==> src/hdl/acsd_consts.vh <==
// Constants for the audio control serial decoder.
// Assumes inclusion by bare name from the design files only.
`ifndef ACSD_CONSTS_VH
`define ACSD_CONSTS_VH

// Transfer shape
`define ACSD_BYTE_BITS 5'h08
`define ACSD_XFER_BITS 5'h10
// Upper five address bits that select this device (40h..47h)
`define ACSD_ADDR_BASE 5'h08
// Function codes held in the three low address bits
`define ACSD_FN_INPUT 3'h0
`define ACSD_FN_LOUD 3'h1
`define ACSD_FN_BASS 3'h2
`define ACSD_FN_TREBLE 3'h3
`define ACSD_FN_VOL_L 3'h4
`define ACSD_FN_VOL_R 3'h5
`define ACSD_FN_MODE 3'h6
`define ACSD_FN_READ 3'h7
// Input selector codes
`define ACSD_SEL_MUTE 2'h3
// Mode codes on the mode output
`define ACSD_MODE_STEREO 2'h0
`define ACSD_MODE_LEFT 2'h1
`define ACSD_MODE_RIGHT 2'h2
// Mode value field codes
`define ACSD_MV_LEFT 3'h4
`define ACSD_MV_STEREO 3'h5
// Attenuation in 2 dB steps; 40 steps is the -80 dB floor
`define ACSD_ATT_MAX 6'h28
// Tone flat code
`define ACSD_TONE_FLAT 4'h6
// Synchroniser lane positions
`define ACSD_LN_CLK 0
`define ACSD_LN_STB 1
`define ACSD_LN_DAT 2
`define ACSD_LN_F1 3
`define ACSD_LN_F2 4
`define ACSD_LANES 5

`endif

==> src/hdl/acsd_top.v <==
// Three-wire control bus decoder for a stereo audio control device.
// Assumes the bus clock is far slower than i_ref_clk (bench runs the bus at 6.25 MHz, 20 local clocks per bit).
`timescale 1ns/100ps
`include "acsd_consts.vh"
module acsd_top (
   input wire i_ref_clk, // 125 MHz local clock
   input wire i_nrst, // Synchronous reset, active low
   input wire i_bus_clk, // Control bus clock pin
   input wire i_identity_strobe_n, // Identity strobe pin, low for address
   input wire i_data_in, // Data line level as seen on the pin
   output reg o_data_out, // Data line drive value, always low
   output reg o_data_oe, // Data line pull-down enable, high drives
   input wire i_flag_one_n, // Flag input one, active low
   input wire i_flag_two_n, // Flag input two, active low
   output reg [1:0] o_source_sel, // Selected source 0..2, 3 when muted
   output reg o_mute, // Mute active
   output reg [1:0] o_mode, // 0 stereo, 1 left mono, 2 right mono
   output reg [5:0] o_att_left, // Left attenuation in 2 dB steps
   output reg [5:0] o_att_right, // Right attenuation in 2 dB steps
   output reg o_loudness, // Loudness on
   output reg [3:0] o_bass, // Bass code
   output reg [3:0] o_treble, // Treble code
   output reg o_cmd_done // One-cycle pulse per executed write
);
   ////////////////////////////////////////////////////////////////////////////
   // Pin synchronisation and edge detection
   wire [`ACSD_LANES-1:0] pins_sync;
   reg clk_prev;
   reg stb_prev;
   wire bus_rise;
   wire bus_fall;
   wire xfer_start;

   // Pins treated as pulled high at reset so no false edge appears
   acsd_sync #(
      .WIDTH(`ACSD_LANES),
      .RST_VAL({`ACSD_LANES{1'b1}})
   ) u_sync (
      .i_ref_clk(i_ref_clk),
      .i_nrst(i_nrst),
      .i_async({i_flag_two_n, i_flag_one_n, i_data_in, i_identity_strobe_n, i_bus_clk}),
      .o_sync(pins_sync)
   );

   always @(posedge i_ref_clk) begin
      if (!i_nrst) begin
         clk_prev <= 1'b1;
         stb_prev <= 1'b1;
      end else begin
         clk_prev <= pins_sync[`ACSD_LN_CLK];
         stb_prev <= pins_sync[`ACSD_LN_STB];
      end
   end

   assign bus_rise = pins_sync[`ACSD_LN_CLK] & ~clk_prev;
   assign bus_fall = ~pins_sync[`ACSD_LN_CLK] & clk_prev;
   assign xfer_start = ~pins_sync[`ACSD_LN_STB] & stb_prev;

   ////////////////////////////////////////////////////////////////////////////
   // Shift register and bit counter
   reg [4:0] bit_cnt;
   reg [7:0] addr;
   reg [7:0] value;
   reg addr_ok;
   reg [7:0] rd_word;
   wire addr_phase;
   wire value_phase;
   wire [7:0] addr_next;
   wire [7:0] value_next;
   wire [4:0] cnt_inc;
   wire [2:0] rd_idx;

   assign addr_phase = (bit_cnt < `ACSD_BYTE_BITS);
   assign value_phase = (bit_cnt >= `ACSD_BYTE_BITS) && (bit_cnt < `ACSD_XFER_BITS);
   assign addr_next = {addr[6:0], pins_sync[`ACSD_LN_DAT]};
   assign value_next = {value[6:0], pins_sync[`ACSD_LN_DAT]};
   assign cnt_inc = bit_cnt + 5'h01;
   // Value bits go out MSB first, so bit index counts down
   assign rd_idx = 3'h7 - bit_cnt[2:0];

   always @(posedge i_ref_clk) begin
      if (!i_nrst) begin
         bit_cnt <= `ACSD_XFER_BITS;
         addr <= 8'h00;
         value <= 8'h00;
         addr_ok <= 1'b0;
         rd_word <= 8'hff;
      end else if (xfer_start) begin
         bit_cnt <= 5'h00;
         addr_ok <= 1'b0;
      end else if (bus_rise && (bit_cnt < `ACSD_XFER_BITS)) begin
         bit_cnt <= cnt_inc;
         if (addr_phase) begin
            // Address bits only shift in while the strobe holds low; bit_cnt advances regardless
            if (!pins_sync[`ACSD_LN_STB]) begin
               addr <= addr_next;
            end
            if (cnt_inc == `ACSD_BYTE_BITS) begin
               addr_ok <= (addr_next[7:3] == `ACSD_ADDR_BASE);
               // Raw pin levels reported; unused bits read as released
               rd_word <= {6'h3f, pins_sync[`ACSD_LN_F2], pins_sync[`ACSD_LN_F1]};
            end
         end else begin
            value <= value_next;
         end
      end
   end

   ////////////////////////////////////////////////////////////////////////////
   // Read-back drive on the open-drain data line
   // Changing on the falling edge keeps data stable around the next rise
   wire read_sel;
   assign read_sel = addr_ok && (addr[2:0] == `ACSD_FN_READ);

   always @(posedge i_ref_clk) begin
      if (!i_nrst) begin
         o_data_out <= 1'b0;
         o_data_oe <= 1'b0;
      end else begin
         o_data_out <= 1'b0;
         if (xfer_start || !value_phase || !read_sel) begin
            o_data_oe <= 1'b0;
         end else if (bus_fall) begin
            o_data_oe <= ~rd_word[rd_idx];
         end
      end
   end

   ////////////////////////////////////////////////////////////////////////////
   // Command execution
   wire exec;
   wire [5:0] att_code;
   assign exec = bus_rise && (cnt_inc == `ACSD_XFER_BITS) && addr_ok && !addr_phase;
   // Codes 101xxx and 11xxxx all floor at the -80 dB step
   assign att_code = (value_next[5:0] >= `ACSD_ATT_MAX) ? `ACSD_ATT_MAX : value_next[5:0];

   always @(posedge i_ref_clk) begin
      if (!i_nrst) begin
         o_source_sel <= `ACSD_SEL_MUTE;
         o_mute <= 1'b1;
         o_mode <= `ACSD_MODE_STEREO;
         o_att_left <= `ACSD_ATT_MAX;
         o_att_right <= `ACSD_ATT_MAX;
         o_loudness <= 1'b0;
         o_bass <= `ACSD_TONE_FLAT;
         o_treble <= `ACSD_TONE_FLAT;
         o_cmd_done <= 1'b0;
      end else begin
         o_cmd_done <= exec && (addr[2:0] != `ACSD_FN_READ);
         if (exec) begin
            case (addr[2:0])
               `ACSD_FN_INPUT: begin
                  o_source_sel <= value_next[1:0];
                  o_mute <= (value_next[1:0] == `ACSD_SEL_MUTE);
               end
               `ACSD_FN_LOUD: begin
                  o_loudness <= value_next[0];
               end
               `ACSD_FN_BASS: begin
                  o_bass <= value_next[3:0];
               end
               `ACSD_FN_TREBLE: begin
                  o_treble <= value_next[3:0];
               end
               `ACSD_FN_VOL_L: begin
                  o_att_left <= att_code;
               end
               `ACSD_FN_VOL_R: begin
                  o_att_right <= att_code;
               end
               `ACSD_FN_MODE: begin
                  // Codes 0xx are undefined and leave the mode alone
                  if (value_next[2:1] == 2'h3) begin
                     o_mode <= `ACSD_MODE_RIGHT;
                  end else if (value_next[2:0] == `ACSD_MV_STEREO) begin
                     o_mode <= `ACSD_MODE_STEREO;
                  end else if (value_next[2:0] == `ACSD_MV_LEFT) begin
                     o_mode <= `ACSD_MODE_LEFT;
                  end
               end
               default: begin
                  o_mode <= o_mode; // Read function changes no setting
               end
            endcase
         end
      end
   end
endmodule

==> src/hdl/acsd_sync.v <==
// Two flip-flop synchroniser bank for asynchronous pins.
// Assumes inputs are quasi-static levels relative to i_ref_clk.
`timescale 1ns/100ps
module acsd_sync #(
   parameter WIDTH = 5,
   parameter [WIDTH-1:0] RST_VAL = {WIDTH{1'b1}}
) (
   input wire i_ref_clk, // Local clock
   input wire i_nrst, // Synchronous reset, active low
   input wire [WIDTH-1:0] i_async, // Raw pin levels
   output reg [WIDTH-1:0] o_sync // Synchronised levels
);
   reg [WIDTH-1:0] meta;

   always @(posedge i_ref_clk) begin
      if (!i_nrst) begin
         meta <= RST_VAL;
         o_sync <= RST_VAL;
      end else begin
         meta <= i_async;
         o_sync <= meta;
      end
   end
endmodule

==> config.mk <==
export PLATFORM = sky130hd
export DESIGN_NAME = acsd_top
export DESIGN_NICKNAME = d
export VERILOG_FILES = /design/src/hdl/acsd_top.v /design/src/hdl/acsd_sync.v
export VERILOG_INCLUDE_DIRS = /design/src /design/src/hdl
export SDC_FILE = /design/constraint.sdc
export NUM_CORES = 1
export LEC_CHECK = 0
export BUFFER_PORTS_ARGS = -buffer_cell sky130_fd_sc_hd__buf_2
export CAP_MARGIN = 10
export CORE_UTILIZATION = 56
export CTS_CLUSTER_DIAMETER = 100
export CTS_CLUSTER_SIZE = 30
export DETAILED_ROUTE_END_ITERATION = 16
export GPL_TIMING_DRIVEN = 0
export PLACE_DENSITY = 0.84
export SYNTH_ARGS = -nofsm -noshare
export SYNTH_HDL_FRONTEND = slang
export SYNTH_SLANG_ARGS = --single-unit
==> constraint.sdc <==
create_clock -name i_ref_clk -period 2.5 [get_ports i_ref_clk]
set_clock_uncertainty 0.2 [all_clocks]
set_input_delay 0.25 -clock i_ref_clk [delete_from_list [all_inputs] [get_ports i_ref_clk]]
set_output_delay 0.25 -clock i_ref_clk [all_outputs]
set_load 0.005 [all_outputs]
; After elaboration in Yosys (flattened, before gate mapping)
; Cells that the tools add are included.
[word_totals]
out_inout_bits = 29
ff_bits = 60
[classes]
n_lt_le_gt_ge = 5
n_reduce_logical = 28
muxes = 8
add_sub_neg = 2
eq_ne = 15
bitwise_logic = 10
[op_table]
columns = operator, count
row1 = $eq A3 B3 Y1 const B, 6
row2 = $reduce_and A2 Y1, 6
row3 = $eq A5 B4 Y1 const B, 2
row4 = $mux W5, 2
row5 = $reduce_and A3 Y1, 3
row6 = $reduce_and A4 Y1, 2
row7 = $logic_and A1 B1 Y1, 7
row8 = $not A1 Y1, 7
row9 = $eq A3 B2 Y1 const B, 2
row10 = $ge A6 B6 Y1 const B, 1
row11 = $mux W2, 3
row12 = $mux W6, 1
row13 = $add A5 B1 Y5 const B, 1
row14 = $eq A5 B5 Y1 const B, 1
row15 = $ge A5 B4 Y1 const B, 1
row16 = $lt A5 B4 Y1 const B, 1
row17 = $lt A5 B5 Y1 const B, 1
row18 = $eq A2 B2 Y1 const B, 2
row19 = $lt A3 B4 Y1 const B, 1
row20 = $reduce_or A2 Y1, 2
row21 = $and A1 B1 Y1, 3
row22 = $bmux W1 S3, 1
row23 = $eq A3 B1 Y1 const B, 1
row24 = $logic_not A1 Y1, 3
row25 = other kinds (7), 8

; Logic depth before layout (Yosys ltp)
[depth]
ltp_word = 6
ltp_mapped = 7

; Cells and area by module
; Synthesis repeated with hierarchy kept, for this count alone.
[hier_totals]
cells_unflattened = 274
area_unflattened_um2 = 2576.2
[by_module_without_submodules]
columns = module, instances, cells_per_inst, seq_area_each_um2, area_per_inst_um2
row1 = acsd_top, 1, 254, 1001.0, 2313.5
row2 = acsd_sync, 1, 20, 200.2, 262.8

; Least setup slack after synthesis
; OpenSTA, ideal clock, no wires.
[synth_path]
path_kind = register to register
from = reg bit_cnt[0]
to = reg o_att_right[3]
setup_slack_ps = 356
synth_period_minus_slack_ps = 2144
arrival_ps = 1817
path_stages_with_launch = 8
t_required_ps = 2173
n_path_buf = 2
setup_ps = 127
cell_sequence = dfxtp_1 -> ha_1 -> buf_2 -> xnor2_1 -> o22a_1 -> or4b_1 -> buf_2 -> mux2i_1
[synth_via]
elab_chain_cells = 6
word_cells_on_any_way = 8
classes_between = 1 x add/sub / 1 x order compare / 1 x eq/ne / 5 x reduce/logical
[synth_rtl]
columns = element, line_no
row1 = from (decl), acsd_top.v:61  ; reg [4:0] bit_cnt;
row2 = from (signal assigned), acsd_top.v:83  ; bit_cnt <= `ACSD_XFER_BITS;
row3 = from (signal assigned), acsd_top.v:92  ; bit_cnt <= cnt_inc;
row4 = $add A5 B1 Y5, acsd_top.v:77  ; assign cnt_inc = bit_cnt + 5'h01;
row5 = $eq A5 B5 Y1 (no line), -
row6 = $logic_and A1 B1 Y1 (2 in series), acsd_top.v:133  ; assign exec = bus_rise && (cnt_inc == `ACSD_XFER_BITS) && addr_ok && !addr_phase;
row7 = $logic_and A1 B1 Y1 (*), acsd_top.v:133
row8 = $reduce_and A2 Y1 (no line) (*), -
row9 = to (signal assigned), acsd_top.v:143  ; o_att_right <= `ACSD_ATT_MAX;
row10 = to (signal assigned), acsd_top.v:169  ; o_att_right <= att_code;
row11 = to (decl), acsd_top.v:19  ; output reg [5:0] o_att_right,
; Mark *: on every way between the ends. The rest lies on a longest branch, timed or not.
; A chain may end at the register's enable or synchronous reset.

; Worst setup path after layout
[layout_path]
from = reg bit_cnt[1]
to = reg o_att_right[3]
; The elaborated chain is that of the path after synthesis.

==> summary.md <==
| Metric | Value |
|---|---|
| Startpoint types | flip-flop |
| RSZ-0062 raised after global routing | false |
| Chip width | roughly 70 um |
| Die H | about 70 um |
| CP bufs+invs | 3 |
| CTS Buf Count | 9 |
| EDFF count, synth | 0 |
| Drt first pass iters | 5 |
| Sequential share of power | 0.456 |
| Number of H-tree levels | 3 |
| Syn Area/Cell | between 9 and 10 um^2 |
| Postcts setup bufs | 0 |
| Row count | 24 |
| Combinational fraction of design power | 0.031 |
| Antenna violations before repair | 0 |
| Mapped Cells | 277 |
| Status | finished, final reports clean |
| # DRC | 0 |
| Fin crit share | 0.948 |
| Top Ports | 36 |
| R2R depth | 7 |
| Die area | 0.00485 mm^2 |
| FF-to-FF Start | bit_cnt[1]$_SDFFE_PP0P_ |
| Worst Path Required | 2.52 ns |
| Pwr Density | 682 mW/mm^2 |
| Hold EP | clk_prev$_SDFF_PN1_ |
| Crit path DAT | between 2 and 2.5 ns |
| # nets final | 336 |
| TritonCTS Sinks | 60 |
| Netlist cell types | 44 |
| #FFs+latches synth | 60 |
| Synth async-reset ratio | 0 |
| # Max-Cap Violations | 0 |
| Global route total overflow | 0 |
| Setup TNS | 0 ns |
| Routability cong. | 0.826 |
| Slowest cell on the critical path | or4b_1 |
| Register area share after synthesis | 0.469 |
| Worst Hold Class | input pin to flip-flop |
| CTS root buffer | clkbuf_8 |
| Fin. Hold Viols | 0 |
| Global-route wire length before repair | around 9.5 mm |
| Vias in the first global route | between 2k and 2.5k |
| Worst VDD drop | 546 uV |
| Syn nets | 287 |
| Vias per Instance | 5.66 |
| Area Overhead vs Synth | 21.7% |
| Critical path's most frequent cell | buf_2 |
| Predominant post-synthesis flop cell | dfxtp_1 |
| Worst Hold Path Cells | 2 |
| Detailed-route via count | 2167 |
| Gr usage total | 0.254 |
| Cell Int Power | 1700 uW |
| Final instance area | 0.00312 mm^2 |
| Switch Pwr | between 400 and 500 uW |
| Max incr delay on CP | ~0.47 ns |
| Fmax | about 420 MHz |
| Initial DRC count | 208 |
| Routed WL | 5.76 mm |
| Worst-Margin Slew | around 0.58 ns |
| Clock-pin slew of the registers on the worst-case setup and hold paths | 0.06 ns |
| Largest net degree at the start of global routing | 11 |
| Antenna viol nets, final | 0 |
| Netlist Area Pre-Place | 0.00256 mm^2 |
| DP HPWL | 3.77 mm |
| Core Area | 0.00438 mm^2 |
| Max clock buf depth | 2 |
| Hold path start | i_nrst |
| Wire per inst | 15.0 um |
| Placed cell areas | 0.00279 mm^2 |
| Net Sw Frac | 0.198 |
| FF-to-FF End | o_att_right[3]$_SDFFE_PN1P_ |
| Fin. max-slew vios | 0 |
| Proportion of layout cells with a drive suffix above 1 | 0.193 |
| Crit Path Class | flip-flop to flip-flop |
| Clock latency on the worst-skew pair | 0.35 ns |
| TritonCTS clock tree | yes |
| Worst path cell trace | ha_1 -> buf_2 -> inv_1 -> nor4_4 -> or4b_1 -> buf_2 -> mux2i_1 |
| IO Port Bufs | 33 |
| Final setup viols | 0 |
| Critical path endpoint category | flip-flop |
| LEAKAGE | 0.00130 uW |
| Critical path fanouts, max | 8 |
| Slew headroom | 0.609 |
| Reg2reg setup slack | 0.13 ns |
| Overall power | 2130 uW |
| Clock share of power | 0.514 |
| Synth warnings | 0 |
| Delay-heaviest family, CP | simple AND/OR/NAND/NOR gates |
| N_diodes | 0 |
| Fin crit period | 2.37 ns |
| Initial Util | 0.584 |
==> power by group through the flow <==
stage | clock [uW] | sequential, uW | combinational, uW
3_3_place_gp | 0 | 990 | 55.4
5_1_grt | 1140 | 969 | 71.3
6_report | 1090 | 969 | 65.0
4_1_cts | 1100 | 969 | 63.9
2_1_floorplan | 0 | 989 | 41.5
3_5_place_dp | 0 | 990 | 57.0
==> routing by layer <==
metal | up-vias | global-route usage | wire, um
met3 | 14 | 0.0843 | 292
met1 | 1019 | 0.307 | 2510
met5 | - | 0 | 0
li1 | 1060 | - | -
met2 | 74 | 0.413 | 2840
met4 | 0 | 0.111 | 114
==> timing repair <==
action | 4_1_cts | 5_1_grt
resized for setup | 1 | 3
hold buffers | 5 | 0
pin swaps | 0 | 0
setup endpoints to repair | 3 | 12
hold endpoints to repair | 5 | 0
==> worst max-delay path by stage <==
stage	startpoint	to	cells past startpoint
after floorplan	bit_cnt[0]$_SDFFE_PP0P_	o_att_right[3]$_SDFFE_PN1P_	7
after global placement	bit_cnt[0]$_SDFFE_PP0P_	o_treble[0]$_SDFFE_PN0P_	6
after detailed placement	bit_cnt[0]$_SDFFE_PP0P_	o_treble[0]$_SDFFE_PN0P_	6
after CTS	bit_cnt[0]$_SDFFE_PP0P_	o_att_right[3]$_SDFFE_PN1P_	7
after global routing	bit_cnt[1]$_SDFFE_PP0P_	o_att_right[3]$_SDFFE_PN1P_	7
final	bit_cnt[1]$_SDFFE_PP0P_	o_att_right[3]$_SDFFE_PN1P_	7
==> kinds of logic (layout without fill, tap and decap cells) <==
group | Yosys count | after routing | synth area share
AO/OA/AOI/OAI | 27 | 27 | 0.0698
XOR/XNOR | 6 | 6 | 0.0205
adder cells (fa/ha/maj) | 3 | 3 | 0.0146
buffers and inverters | 26 | 80 | 0.0474
flip-flops | 60 | 60 | 0.469
multiplexers | 30 | 30 | 0.117
other | 1 | 1 | 0.00146
AND/OR/NAND/NOR | 124 | 124 | 0.260
==> synthesized netlist by cell type, drive strengths merged (3+ instances only) <==
cell    instances  area [um^2]
buf             7         48.8
clkbuf         15         57.6
nor4            5         37.5
xnor2           4         35.0
nor2b           4         25.0
ha              3         37.5
nor3b           4         35.0
nor2           32          120
o21ai           3         15.0
nor3            4         25.0
mux2i          30          300
nand4          11         68.8
a21oi           7         35.0
inv             4         15.0
dfxtp          60         1200
nand2b         15         93.8
o31ai           8         60.1
nand2          24         90.1
nor4b           3         32.5
nand3          12         60.1
==> through the flow <==
stage,hold WS [ns],setup slack [ns],utilization,instances
6_report,0.0474,0.131,0.711,383
5_1_grt,0.0731,0.000236,0.711,383
4_1_cts,0.0447,0.0192,0.707,383
3_5_place_dp,0.196,0.0152,0.637,362
3_3_place_gp,0.188,0.0714,0.637,362
2_1_floorplan,0.151,0.356,-,277
==> layout make-up <==
class	instances	area [um^2]
timing repair buffer	38	215
sequential	60	1200
tap	52	65.1
clock inverter	4	95.1
inverter	4	15.0
buffer	22	106
clock buffer	12	155
fill	338	1260
multi-input combinational	191	1260
==> layout by cell type, fill, tap and decap left out, types with 3 or more instances in the layout <==
master / count
dfxtp_1: 59
bufinv_16: 3
ha_1: 3
inv_1: 3
nand2b_1: 15
o21ai_0: 3
mux2i_1: 30
nand3_1: 12
xnor2_1: 3
buf_4: 3
nand4_1: 11
nor3b_1: 3
o31ai_1: 8
nor3_1: 3
nor2_1: 32
nor2b_1: 4
clkbuf_1: 15
nor4_1: 4
a21oi_1: 7
nand2_1: 24
buf_2: 36
dlygate4sd3_1: 5
clkbuf_8: 11
==> state kept, by name (all words and copies together) (netlist names) <==
| register | count |
|---|---|
| u_sync.meta | 5 |
| addr_ok | 1 |
| value | 5 |
| o_bass | 4 |
| stb_prev | 1 |
| o_source_sel | 2 |
| bit_cnt | 5 |
| o_mode | 2 |
| o_att_left | 6 |
| rd_word | 2 |
| o_loudness | 1 |
| addr | 7 |
| o_data_oe | 1 |
| u_sync.o_sync | 5 |
| clk_prev | 1 |
| o_mute | 1 |
| o_cmd_done | 1 |
| o_att_right | 6 |
| o_treble | 4 |
==> worst reg2reg max path, delay by kind of cell (launching register included) <==
kind,cells,cell delay [ns]
adders and majority gates,1,0.18
muxes,1,0.12
DFF,1,0.41
and+or+nand+nor,2,0.84
buffers and inverters,3,0.50
Power figures use the tool's default switching activity.
